[src/hdl/ldc_pkg.sv]
// Purpose: Shared constants and types for the logical device config bank
// Assumes: One clock; byte address = {device, index, 2'b00}
// Notes: Table order fixes the cell numbering used by the top module
package ldc_pkg;

    // ****************************************
    // Table entry and carrier types
    // ****************************************
    typedef struct packed {
        logic [2:0] dev;   // Logical device number
        logic [7:0] idx;   // Configuration index
        logic [7:0] init;  // Value after reset
        logic [7:0] wmask; // Writable bits
        logic [7:0] fixed; // Read-only bit values
        logic keep;        // Survives soft reset
    } ldc_entry_t;

    // Requests coming from the keyboard controller core
    typedef struct packed {
        logic pointer_irq_req;
        logic keyboard_irq_req;
        logic aux_cmd;
    } ldc_keyb_in_t;

    // Registered side-band results
    typedef struct packed {
        logic pwr_runtime_access_en;
        logic pointer_interrupt_line;
        logic keyboard_interrupt_line;
        logic aux_cmd_forward;
    } ldc_side_t;

    // ****************************************
    // Address layout
    // ****************************************
    localparam int ADDR_W = 13;
    localparam int DEV_LSB = 10;
    localparam int IDX_LSB = 2;
    localparam logic [2:0] DEV_IRSER = 3'h2;
    localparam logic [2:0] DEV_SER1 = 3'h3;
    localparam logic [2:0] DEV_PWR = 3'h4;
    localparam logic [2:0] DEV_PTR = 3'h5;
    localparam logic [2:0] DEV_KEYB = 3'h6;

    // Indexes inside one logical device
    localparam logic [7:0] IX_ACT = 8'h30;
    localparam logic [7:0] IX_RNG = 8'h31;
    localparam logic [7:0] IX_BH = 8'h60;
    localparam logic [7:0] IX_BL = 8'h61;
    localparam logic [7:0] IX_CBH = 8'h62;
    localparam logic [7:0] IX_CBL = 8'h63;
    localparam logic [7:0] IX_IRQS = 8'h70;
    localparam logic [7:0] IX_IRQT = 8'h71;
    localparam logic [7:0] IX_DMA0 = 8'h74;
    localparam logic [7:0] IX_DMA1 = 8'h75;
    localparam logic [7:0] IX_CFG = 8'hf0;

    // Write masks and fixed read values
    localparam logic [7:0] M_RW = 8'hff;
    localparam logic [7:0] M_RO = 8'h00;
    localparam logic [7:0] M_BH = 8'h07;
    localparam logic [7:0] M_BL3 = 8'hf8;
    localparam logic [7:0] M_BL1 = 8'hfe;
    localparam logic [7:0] M_IT1 = 8'h02;
    localparam logic [7:0] M_IT2 = 8'h03;
    localparam logic [7:0] F_CMD = 8'h04;
    localparam logic [7:0] F_IT = 8'h01;
    localparam logic [7:0] NO_DMA = 8'h04;

    // Reset values
    localparam logic [7:0] RV_ZERO = 8'h00;
    localparam logic [7:0] RV_IR_BH = 8'h02;
    localparam logic [7:0] RV_SER_BL = 8'hf8;
    localparam logic [7:0] RV_SER1_BH = 8'h03;
    localparam logic [7:0] RV_IR_IRQ = 8'h03;
    localparam logic [7:0] RV_SER_IT = 8'h03;
    localparam logic [7:0] RV_SER1_IRQ = 8'h04;
    localparam logic [7:0] RV_PTR_IRQ = 8'h0c;
    localparam logic [7:0] RV_KB_ACT = 8'h01;
    localparam logic [7:0] RV_KB_IRQ = 8'h01;
    localparam logic [7:0] RV_KB_IT = 8'h02;
    localparam logic [7:0] RV_KB_DBL = 8'h60;
    localparam logic [7:0] RV_KB_CBL = 8'h64;
    localparam logic [7:0] RV_IR_CFG = 8'h02;

    // ****************************************
    // Register table
    // ****************************************
    localparam int LDC_NUM = 40;
    localparam ldc_entry_t LDC_TABLE [LDC_NUM] = '{
        '{DEV_IRSER, IX_ACT, RV_ZERO, M_RW, RV_ZERO, 1'b0},
        '{DEV_IRSER, IX_RNG, RV_ZERO, M_RW, RV_ZERO, 1'b0},
        '{DEV_IRSER, IX_BH, RV_IR_BH, M_BH, RV_ZERO, 1'b0},
        '{DEV_IRSER, IX_BL, RV_SER_BL, M_BL3, RV_ZERO, 1'b0},
        '{DEV_IRSER, IX_IRQS, RV_IR_IRQ, M_RW, RV_ZERO, 1'b0},
        '{DEV_IRSER, IX_IRQT, RV_SER_IT, M_IT1, F_IT, 1'b0},
        '{DEV_IRSER, IX_DMA0, NO_DMA, M_RW, RV_ZERO, 1'b0},
        '{DEV_IRSER, IX_DMA1, NO_DMA, M_RW, RV_ZERO, 1'b0},
        '{DEV_IRSER, IX_CFG, RV_IR_CFG, M_RW, RV_ZERO, 1'b1},
        '{DEV_SER1, IX_ACT, RV_ZERO, M_RW, RV_ZERO, 1'b0},
        '{DEV_SER1, IX_RNG, RV_ZERO, M_RW, RV_ZERO, 1'b0},
        '{DEV_SER1, IX_BH, RV_SER1_BH, M_BH, RV_ZERO, 1'b0},
        '{DEV_SER1, IX_BL, RV_SER_BL, M_BL3, RV_ZERO, 1'b0},
        '{DEV_SER1, IX_IRQS, RV_SER1_IRQ, M_RW, RV_ZERO, 1'b0},
        '{DEV_SER1, IX_IRQT, RV_SER_IT, M_IT1, F_IT, 1'b0},
        '{DEV_SER1, IX_DMA0, NO_DMA, M_RO, NO_DMA, 1'b0},
        '{DEV_SER1, IX_DMA1, NO_DMA, M_RO, NO_DMA, 1'b0},
        '{DEV_SER1, IX_CFG, RV_ZERO, M_RW, RV_ZERO, 1'b1},
        '{DEV_PWR, IX_ACT, RV_ZERO, M_RW, RV_ZERO, 1'b0},
        '{DEV_PWR, IX_RNG, RV_ZERO, M_RW, RV_ZERO, 1'b0},
        '{DEV_PWR, IX_BH, RV_ZERO, M_BH, RV_ZERO, 1'b0},
        '{DEV_PWR, IX_BL, RV_ZERO, M_BL1, RV_ZERO, 1'b0},
        '{DEV_PWR, IX_DMA0, NO_DMA, M_RO, NO_DMA, 1'b0},
        '{DEV_PWR, IX_DMA1, NO_DMA, M_RO, NO_DMA, 1'b0},
        '{DEV_PTR, IX_ACT, RV_ZERO, M_RW, RV_ZERO, 1'b0},
        '{DEV_PTR, IX_IRQS, RV_PTR_IRQ, M_RW, RV_ZERO, 1'b0},
        '{DEV_PTR, IX_IRQT, RV_KB_IT, M_IT2, RV_ZERO, 1'b0},
        '{DEV_PTR, IX_DMA0, NO_DMA, M_RO, NO_DMA, 1'b0},
        '{DEV_PTR, IX_DMA1, NO_DMA, M_RO, NO_DMA, 1'b0},
        '{DEV_KEYB, IX_ACT, RV_KB_ACT, M_RW, RV_ZERO, 1'b1},
        '{DEV_KEYB, IX_RNG, RV_ZERO, M_RW, RV_ZERO, 1'b1},
        '{DEV_KEYB, IX_BH, RV_ZERO, M_BH, RV_ZERO, 1'b1},
        '{DEV_KEYB, IX_BL, RV_KB_DBL, M_BL3, RV_ZERO, 1'b1},
        '{DEV_KEYB, IX_CBH, RV_ZERO, M_BH, RV_ZERO, 1'b1},
        '{DEV_KEYB, IX_CBL, RV_KB_CBL, M_BL3, F_CMD, 1'b1},
        '{DEV_KEYB, IX_IRQS, RV_KB_IRQ, M_RW, RV_ZERO, 1'b1},
        '{DEV_KEYB, IX_IRQT, RV_KB_IT, M_IT2, RV_ZERO, 1'b1},
        '{DEV_KEYB, IX_DMA0, NO_DMA, M_RO, NO_DMA, 1'b1},
        '{DEV_KEYB, IX_DMA1, NO_DMA, M_RO, NO_DMA, 1'b1},
        '{DEV_KEYB, IX_CFG, RV_ZERO, M_RW, RV_ZERO, 1'b1}
    };

    // Cell numbers the top module looks at directly
    localparam int E_IR_BH = 2;
    localparam int E_IR_BL = 3;
    localparam int E_IR_IT = 5;
    localparam int E_IR_CFG = 8;
    localparam int E_SER1_DMA0 = 15;
    localparam int E_SER1_CFG = 17;
    localparam int E_PWR_ACT = 18;
    localparam int E_PTR_ACT = 24;
    localparam int E_KB_ACT = 29;
    localparam int E_KB_CBL = 34;
    localparam int E_KB_CFG = 39;

endpackage : ldc_pkg

[src/hdl/ldc_cfg_cell.sv]
// Purpose: One 8-bit configuration byte with fixed and writable bits
// Assumes: Synchronous hard and soft reset on the same clock
// Notes: Read-only bits are forced on every bus write; resets load INIT unchanged
`timescale 1ns/100ps
`default_nettype none

module ldc_cfg_cell #(
    parameter logic [7:0] INIT = 8'h00,  // Value after reset
    parameter logic [7:0] WMASK = 8'hff, // Writable bits
    parameter logic [7:0] FIXED = 8'h00, // Read-only bit values
    parameter bit KEEP = 1'b0            // Ignore soft reset
) (
    input wire logic clk,
    input wire logic rst,
    input wire logic soft_rst,
    input wire logic we,
    input wire logic [7:0] wdata,
    output logic [7:0] value
);

    // ****************************************
    // Storage
    // ****************************************

    // Merged write: read-only lanes take their fixed value
    logic [7:0] next_value;
    assign next_value = (wdata & WMASK) | (FIXED & ~WMASK);

    // Hard reset first, then soft reset, then bus write
    always_ff @(posedge clk) begin
        if (rst) begin
            value <= INIT;
        end else if (soft_rst && !KEEP) begin
            // Soft reset beats a same-cycle write on reloadable bytes
            value <= INIT;
        end else if (we) begin
            value <= next_value;
        end
    end

endmodule : ldc_cfg_cell

`default_nettype wire

[src/hdl/ldc_config_bank.sv]
// Purpose: APB register bank holding five logical device config sets
// Assumes: 20 MHz clk; soft_rst and keyboard controller requests come from clk logic
// Notes: Byte address is {device[2:0], index[7:0], 2'b00}
`timescale 1ns/100ps
`default_nettype none

module ldc_config_bank
    import ldc_pkg::*;
#(
    // Function config resets with no given value
    parameter logic [7:0] SER1_CFG_RESET = 8'h00,
    parameter logic [7:0] KEYB_CFG_RESET = 8'h00
) (
    input wire logic clk,
    input wire logic rst,
    input wire logic soft_rst,
    input wire logic psel,
    input wire logic penable,
    input wire logic pwrite,
    input wire logic [ADDR_W-1:0] paddr,
    input wire logic [31:0] pwdata,
    output logic [31:0] prdata,
    output logic pready,
    output logic pslverr,
    input wire ldc_keyb_in_t keyb_in,
    output ldc_side_t side,
    output logic [7:0] cfg_value [LDC_NUM]
);

    // ****************************************
    // Address decode
    // ****************************************

    // True when the bus address names this table entry
    function automatic logic ldc_match(
        input ldc_entry_t ent,
        input logic [ADDR_W-1:0] addr
    );
        logic dev_ok;
        logic idx_ok;
        dev_ok = (addr[ADDR_W-1:DEV_LSB] == ent.dev);
        idx_ok = (addr[DEV_LSB-1:IDX_LSB] == ent.idx);
        // Only aligned words count
        return dev_ok && idx_ok && (addr[IDX_LSB-1:0] == 2'b00);
    endfunction : ldc_match

    // Setup cycle of an APB transfer
    logic setup;
    assign setup = psel && !penable;

    // Access edge: the one edge where a write lands
    logic access;
    assign access = psel && penable && pready;

    // One-hot entry hit for the current address
    logic [LDC_NUM-1:0] hit;
    logic any_hit;
    assign any_hit = |hit;

    // Hit vector, one compare per entry
    always_comb begin
        for (int i = 0; i < LDC_NUM; i++) begin
            hit[i] = ldc_match(LDC_TABLE[i], paddr);
        end
    end

    // Read mux; a miss reads as zero
    logic [7:0] next_rbyte;
    always_comb begin
        next_rbyte = 8'h00;
        for (int i = 0; i < LDC_NUM; i++) begin
            if (hit[i]) begin
                next_rbyte = next_rbyte | cfg_value[i];
            end
        end
    end

    // ****************************************
    // Configuration cells
    // ****************************************

    // One cell per table entry; masks and fixed bits come from the table
    generate
        for (genvar g = 0; g < LDC_NUM; g++) begin : g_cell
            // Two function config bytes take a module parameter
            localparam logic [7:0] CELL_INIT =
                (g == E_SER1_CFG) ? SER1_CFG_RESET :
                (g == E_KB_CFG) ? KEYB_CFG_RESET :
                LDC_TABLE[g].init;
            // Write strobe only for a hit on the access edge
            logic cell_we;
            assign cell_we = access && pwrite && hit[g];
            ldc_cfg_cell #(
                .INIT(CELL_INIT),
                .WMASK(LDC_TABLE[g].wmask),
                .FIXED(LDC_TABLE[g].fixed),
                .KEEP(LDC_TABLE[g].keep)
            ) u_cell (
                .clk(clk),
                .rst(rst),
                .soft_rst(soft_rst),
                .we(cell_we),
                .wdata(pwdata[7:0]),
                .value(cfg_value[g])
            );
        end
    endgenerate

    // ****************************************
    // APB response
    // ****************************************

    // Ready one cycle after setup; every transfer takes two cycles
    always_ff @(posedge clk) begin
        if (rst) begin
            pready <= 1'b0;
        end else begin
            pready <= setup;
        end
    end

    // Unmapped address flags an error; its write is dropped
    always_ff @(posedge clk) begin
        if (rst) begin
            pslverr <= 1'b0;
        end else begin
            pslverr <= setup && !any_hit;
        end
    end

    // Read data captured at setup, held through the access phase
    // Capturing at setup keeps the wide read mux off the output path
    always_ff @(posedge clk) begin
        if (rst) begin
            prdata <= 32'h0000_0000;
        end else if (setup) begin
            // Upper 24 bits always read zero
            prdata <= {24'h00_0000, next_rbyte};
        end
    end

    // ****************************************
    // Side-band controls
    // ****************************************

    // Side-band flops, one per concern, gathered onto the side port below
    logic pwr_access_en; // Power runtime window open
    logic pointer_line; // Gated pointer interrupt
    logic keyboard_line; // Gated keyboard interrupt
    logic aux_forward; // Copy of the aux command request

    // Power runtime window follows activate bit 0; data kept elsewhere
    always_ff @(posedge clk) begin
        if (rst) begin
            pwr_access_en <= 1'b0;
        end else begin
            pwr_access_en <= cfg_value[E_PWR_ACT][0];
        end
    end

    // Pointer line forced low while that device is inactive
    always_ff @(posedge clk) begin
        if (rst) begin
            pointer_line <= 1'b0;
        end else begin
            pointer_line <=
                cfg_value[E_PTR_ACT][0] && keyb_in.pointer_irq_req;
        end
    end

    // Keyboard line gated by its own activate bit
    always_ff @(posedge clk) begin
        if (rst) begin
            keyboard_line <= 1'b0;
        end else begin
            keyboard_line <=
                cfg_value[E_KB_ACT][0] && keyb_in.keyboard_irq_req;
        end
    end

    // Aux commands pass whatever the pointer activate holds
    always_ff @(posedge clk) begin
        if (rst) begin
            aux_forward <= 1'b0;
        end else begin
            aux_forward <= keyb_in.aux_cmd;
        end
    end

    // One driver for the whole struct; field order of ldc_side_t, MSB first
    assign side = {pwr_access_en, pointer_line, keyboard_line, aux_forward};

    // Helper: a bus write is landing this edge
    logic wr_now;
    assign wr_now = access && pwrite;
endmodule : ldc_config_bank

`default_nettype wire

[config.mk]
export PLATFORM = sky130hd
export DESIGN_NAME = ldc_config_bank
export DESIGN_NICKNAME = d
export VERILOG_FILES = /design/src/hdl/ldc_pkg.sv /design/src/hdl/ldc_cfg_cell.sv /design/src/hdl/ldc_config_bank.sv
export SDC_FILE = /design/constraint.sdc
export NUM_CORES = 1
export LEC_CHECK = 0
export BUFFER_PORTS_ARGS = -buffer_cell sky130_fd_sc_hd__buf_4
export CAP_MARGIN = 20
export CELL_PAD_IN_SITES_DETAIL_PLACEMENT = 0
export CELL_PAD_IN_SITES_GLOBAL_PLACEMENT = 1
export CORE_ASPECT_RATIO = 1.2
export CORE_MARGIN = 2
export CORE_UTILIZATION = 38
export CTS_CLUSTER_SIZE = 14
export DETAILED_ROUTE_END_ITERATION = 12
export GPL_ROUTABILITY_DRIVEN = 1
export GPL_TIMING_DRIVEN = 0
export PLACE_DENSITY = 0.92
export RECOVER_POWER = 25
export SYNTH_ARGS = -nofsm -noshare
export SYNTH_HDL_FRONTEND = slang
export SYNTH_SLANG_ARGS = --single-unit
[constraint.sdc]
create_clock -name clk -period 4.6 [get_ports clk]
set_input_delay 0.92 -clock clk [delete_from_list [all_inputs] [get_ports clk]]
set_output_delay 0.92 -clock clk [all_outputs]
set_load 0.1 [all_outputs]
==> flow_metrics.py <==
metrics = {
    "status": {
        "status": "finished, final reports clean",
    },
    "run": {
        "cap_viol_max_count": 0,
    },
    "critical_path": {
        "path_common_cell": "nand2_1",
        "cp_cell_sequence": "buf_4, nor3b_1, nand2_1, nor2_1, clkbuf_1, nand2_1, nand2_1, nand3_1",
        "end_kind": "flip-flop",
        "crit_family": "simple AND/OR/NAND/NOR gates",
        "rr_endpoint": "g_cell[8].u_cell.value[1]",
        "r2r_cells": 5,
        "endpoint": "g_cell[12].u_cell.value[3]",
        "slowest_stage": "nor2_1",
        "cp.depth": 8,
        "cp.arrival_ns": 4.22,
        "crit_required_ns": 4.98,
        "rr_startpoint": "pready",
        "critPathLaunchType": "primary input",
        "r2r_setup_slack_ns": 1.80,
        "cp_max_fo": 10,
        "crit_type": "in -> reg",
        "cp_num_buf_inv": 2,
        "startpoint": "paddr[1]",
        "max_stage_delay_ns": 0.75,
    },
    "cells_and_area": {
        "fillers": 2825,
        "final_nets": 1767,
        "multi_input_area_mm2": 0.00558,
        "drive_gt1_frac": 0.229,
        "final_util": 0.497,
        "area_delta_synth_final_pct": 29.0,
        "seq_area_mm2": 0.00412,
    },
    "worst_hold_path": {
        "hp-class": "reg -> reg",
        "holdPathStages": 2,
    },
    "clocking": {
        "clkSlewWorstSetupHoldPaths_ns": 0.06,
        "htreeDepth": 1,
        "cts_resized": 0,
        "cts_buffers": 22,
        "clockBufferDepth": 3,
        "clk_latency_ns": 0.53,
        "ctsHoldBuffers": 0,
        "post_cts_buffers": 0,
        "clk_root_buffer_cell": "clkbuf_16",
        "cts_tree": "yes",
        "clock_sinks": 206,
    },
    "routing": {
        "first_pass_iters": 8,
        "drcViolationCount": 0,
        "drt-total-wl_um": 53300,
        "ant_nets": 0,
        "via_per_inst": 5.49,
        "drtIter0Drc": 1101,
        "via_count": 11569,
        "wl_per_cell_um": 25.3,
    },
    "yosys": {
        "yosysSeqAreaShare": 0.383,
        "synth_compound_area_frac": 0.145,
        "yosys_warnings": 0,
        "synth_edf_count": 0,
        "syn_area_mm2": 0.0108,
        "syn_area_per_cell_um2": 8.20,
        "synthFlopType": "dfxtp_1",
        "synth_top_family_by_area": "simple AND/OR/NAND/NOR gates",
        "async_flop_share": 0,
        "yosysUniqueCellTypes": 70,
        "synth_xor_area_frac": 0.000814,
        "synthSimpleGateAreaFrac": 0.231,
        "synthAdderAreaFrac": 0,
        "synth_cells": 1312,
        "synthMuxAreaShare": 0.0881,
        "ys_ff_latch": 206,
    },
    "timing": {
        "fin_skew_ns": 0.0258,
        "fin_tns_setup_ns": 0,
        "rsz0062_at_grt": "false",
        "fin_crit_sh": 0.837,
        "slew_headroom": 0.190,
        "finalCriticalPeriod_ns": 3.85,
        "worstMarginPinSlew_ns": 1.22,
        "setup_viol": 0,
        "fmax_mhz": 260,
        "slew_viol_final": 0,
        "finalHoldViolCount": 0,
    },
    "placement": {
        "place.gp.congestion": 1.00,
        "portBuffers": 227,
        "dp_hpwl_um": 40600,
    },
    "power": {
        "power_switching_share": 0.338,
        "ir_worst_vdd_uv": 208,
        "power.density_mw_per_mm2": 331,
        "p_int_uw": 3040,
        "p_switching_uw": 1550,
        "clkPwrFrac": 0.407,
        "seq_power_share": 0.390,
        "comb_power_share": 0.202,
        "leakagePower_uw": 0.00559,
    },
    "global_routing": {
        "grt_pass1_wl_um": 74100,
        "overflow": 0,
        "grt_usage": 0.345,
        "grt_pass1_vias": 10824,
        "grt_max_degree": 14,
        "grt_antenna_before_repair": 2,
    },
    "die": {
        "rows": 67,
        "die_h_um": 188,
        "initial_utilization": 0.386,
        "io-pin-count": 412,
        "die-area_mm2": 0.0297,
        "die_w_um": 158,
        "fp.coreArea_mm2": 0.0279,
    },
}
## synth_stat cells, types with 6 or more instances
master / instances / share of area
dfxtp_1: 206 / 0.38
nand2_1: 178 / 0.062
buf_4: 162 / 0.11
nand3_1: 141 / 0.066
a21oi_1: 121 / 0.056
nor2_1: 92 / 0.032
mux2i_1: 79 / 0.073
clkbuf_1: 57 / 0.020
a22oi_1: 40 / 0.028
buf_2: 26 / 0.012
o21ai_0: 21 / 0.0098
mux2_2: 14 / 0.015
nor2b_1: 13 / 0.0076
nor3_1: 13 / 0.0060
a22o_1: 8 / 0.0065
a211o_1: 7 / 0.0057
a311oi_1: 7 / 0.0057
and2_1: 6 / 0.0035
buf_1: 6 / 0.0021
nand4_1: 6 / 0.0035
nor4_1: 6 / 0.0035
o22ai_1: 6 / 0.0035
## area by class of cell
| cell class | instances | share of cell area |
|---|---|---|
| Inverter | 1 | 0.000270 |
| Buffer | 255 | 0.117 |
| Tap cell | 379 | 0.0342 |
| Multi-Input combinational cell | 1000 | 0.402 |
| Clock buffer | 34 | 0.0479 |
| Clock inverter | 4 | 0.00586 |
| Sequential cell | 206 | 0.297 |
| Timing Repair Buffer | 227 | 0.0960 |
| Antenna cell | 2 | 0.000360 |
## how the worst min path moves through the flow
stage,from,endpoint,slack [ns]
4_1_cts,g_cell[1].u_cell.value[3],g_cell[1].u_cell.value[3],0.47
3_3_place_gp,g_cell[1].u_cell.value[3],g_cell[1].u_cell.value[3],0.46
2_1_floorplan,g_cell[29].u_cell.value[0],keyboard_line,0.87
5_1_grt,g_cell[1].u_cell.value[3],g_cell[1].u_cell.value[3],0.49
3_5_place_dp,g_cell[9].u_cell.value[2],g_cell[9].u_cell.value[2],0.46
6_report,g_cell[1].u_cell.value[3],g_cell[1].u_cell.value[3],0.47
## sequential cells by signal, summed over array words and instances (netlist names)
register / flops
pready: 1
g_cell.u_cell.value: 192
aux_forward: 1
pwr_access_en: 1
prdata: 8
pslverr: 1
pointer_line: 1
keyboard_line: 1
## layer usage
metal,track usage,share of wire,vias to the layer above
li1,-,-,5094
met1,0.439,0.39,5492
met2,0.573,0.47,832
met3,0.0543,0.092,149
met4,0.155,0.050,2
met5,0,0.00023,-
## stage by stage
stage	instance area (um2)	total power, uW	setup WS, ns	cells	hold WS (ns)
6_report	13900	4590	0.751	2108	0.472
5_1_grt	13900	4680	0.771	2106	0.490
4_1_cts	14200	4570	0.976	2106	0.474
3_5_place_dp	13500	2750	0.453	2068	0.464
3_3_place_gp	13500	2750	0.341	2068	0.457
2_1_floorplan	11300	2620	1.93	1462	0.873
## kinds of logic after synthesis
family,after synthesis
simple gates,506
mux,93
flops,206
compound gates,248
other cells,2
xor+xnor,1
buf+inv,256
## worst register-to-register path, delay by kind of cell (launching register included)
kind	cells	cell delay, ns
and+or+nand+nor	3	1.48
buffers and inverters	1	0.48
AOI/OAI and AO/OA	1	0.37
DFF	1	0.34
## power groups by stage
stage                     clock network [uW]  logic, uW  registers, uW
after floorplan                            0        757           1860
after global placement                     0        916           1830
after detailed placement                   0        916           1830
after CTS                               1860        917           1790
after global routing                    1940        946           1790
final                                   1870        928           1790
## cell usage in the layout (no fill, tap or decap), drive strengths merged, types with 5 or more instances in the layout
cell / count
buf: 325
dfxtp: 206
clkbuf: 191
nand2: 180
conb: 152
nand3: 145
a21oi: 121
nor2: 102
mux2i: 79
a22oi: 40
o21ai: 21
nor3: 16
mux2: 14
nor2b: 13
a22o: 8
a311oi: 7
a211o: 7
nor4: 7
nand4: 6
and2: 6
o22ai: 6
o211ai: 5
Note: power is estimated with default switching activity, not from simulation.
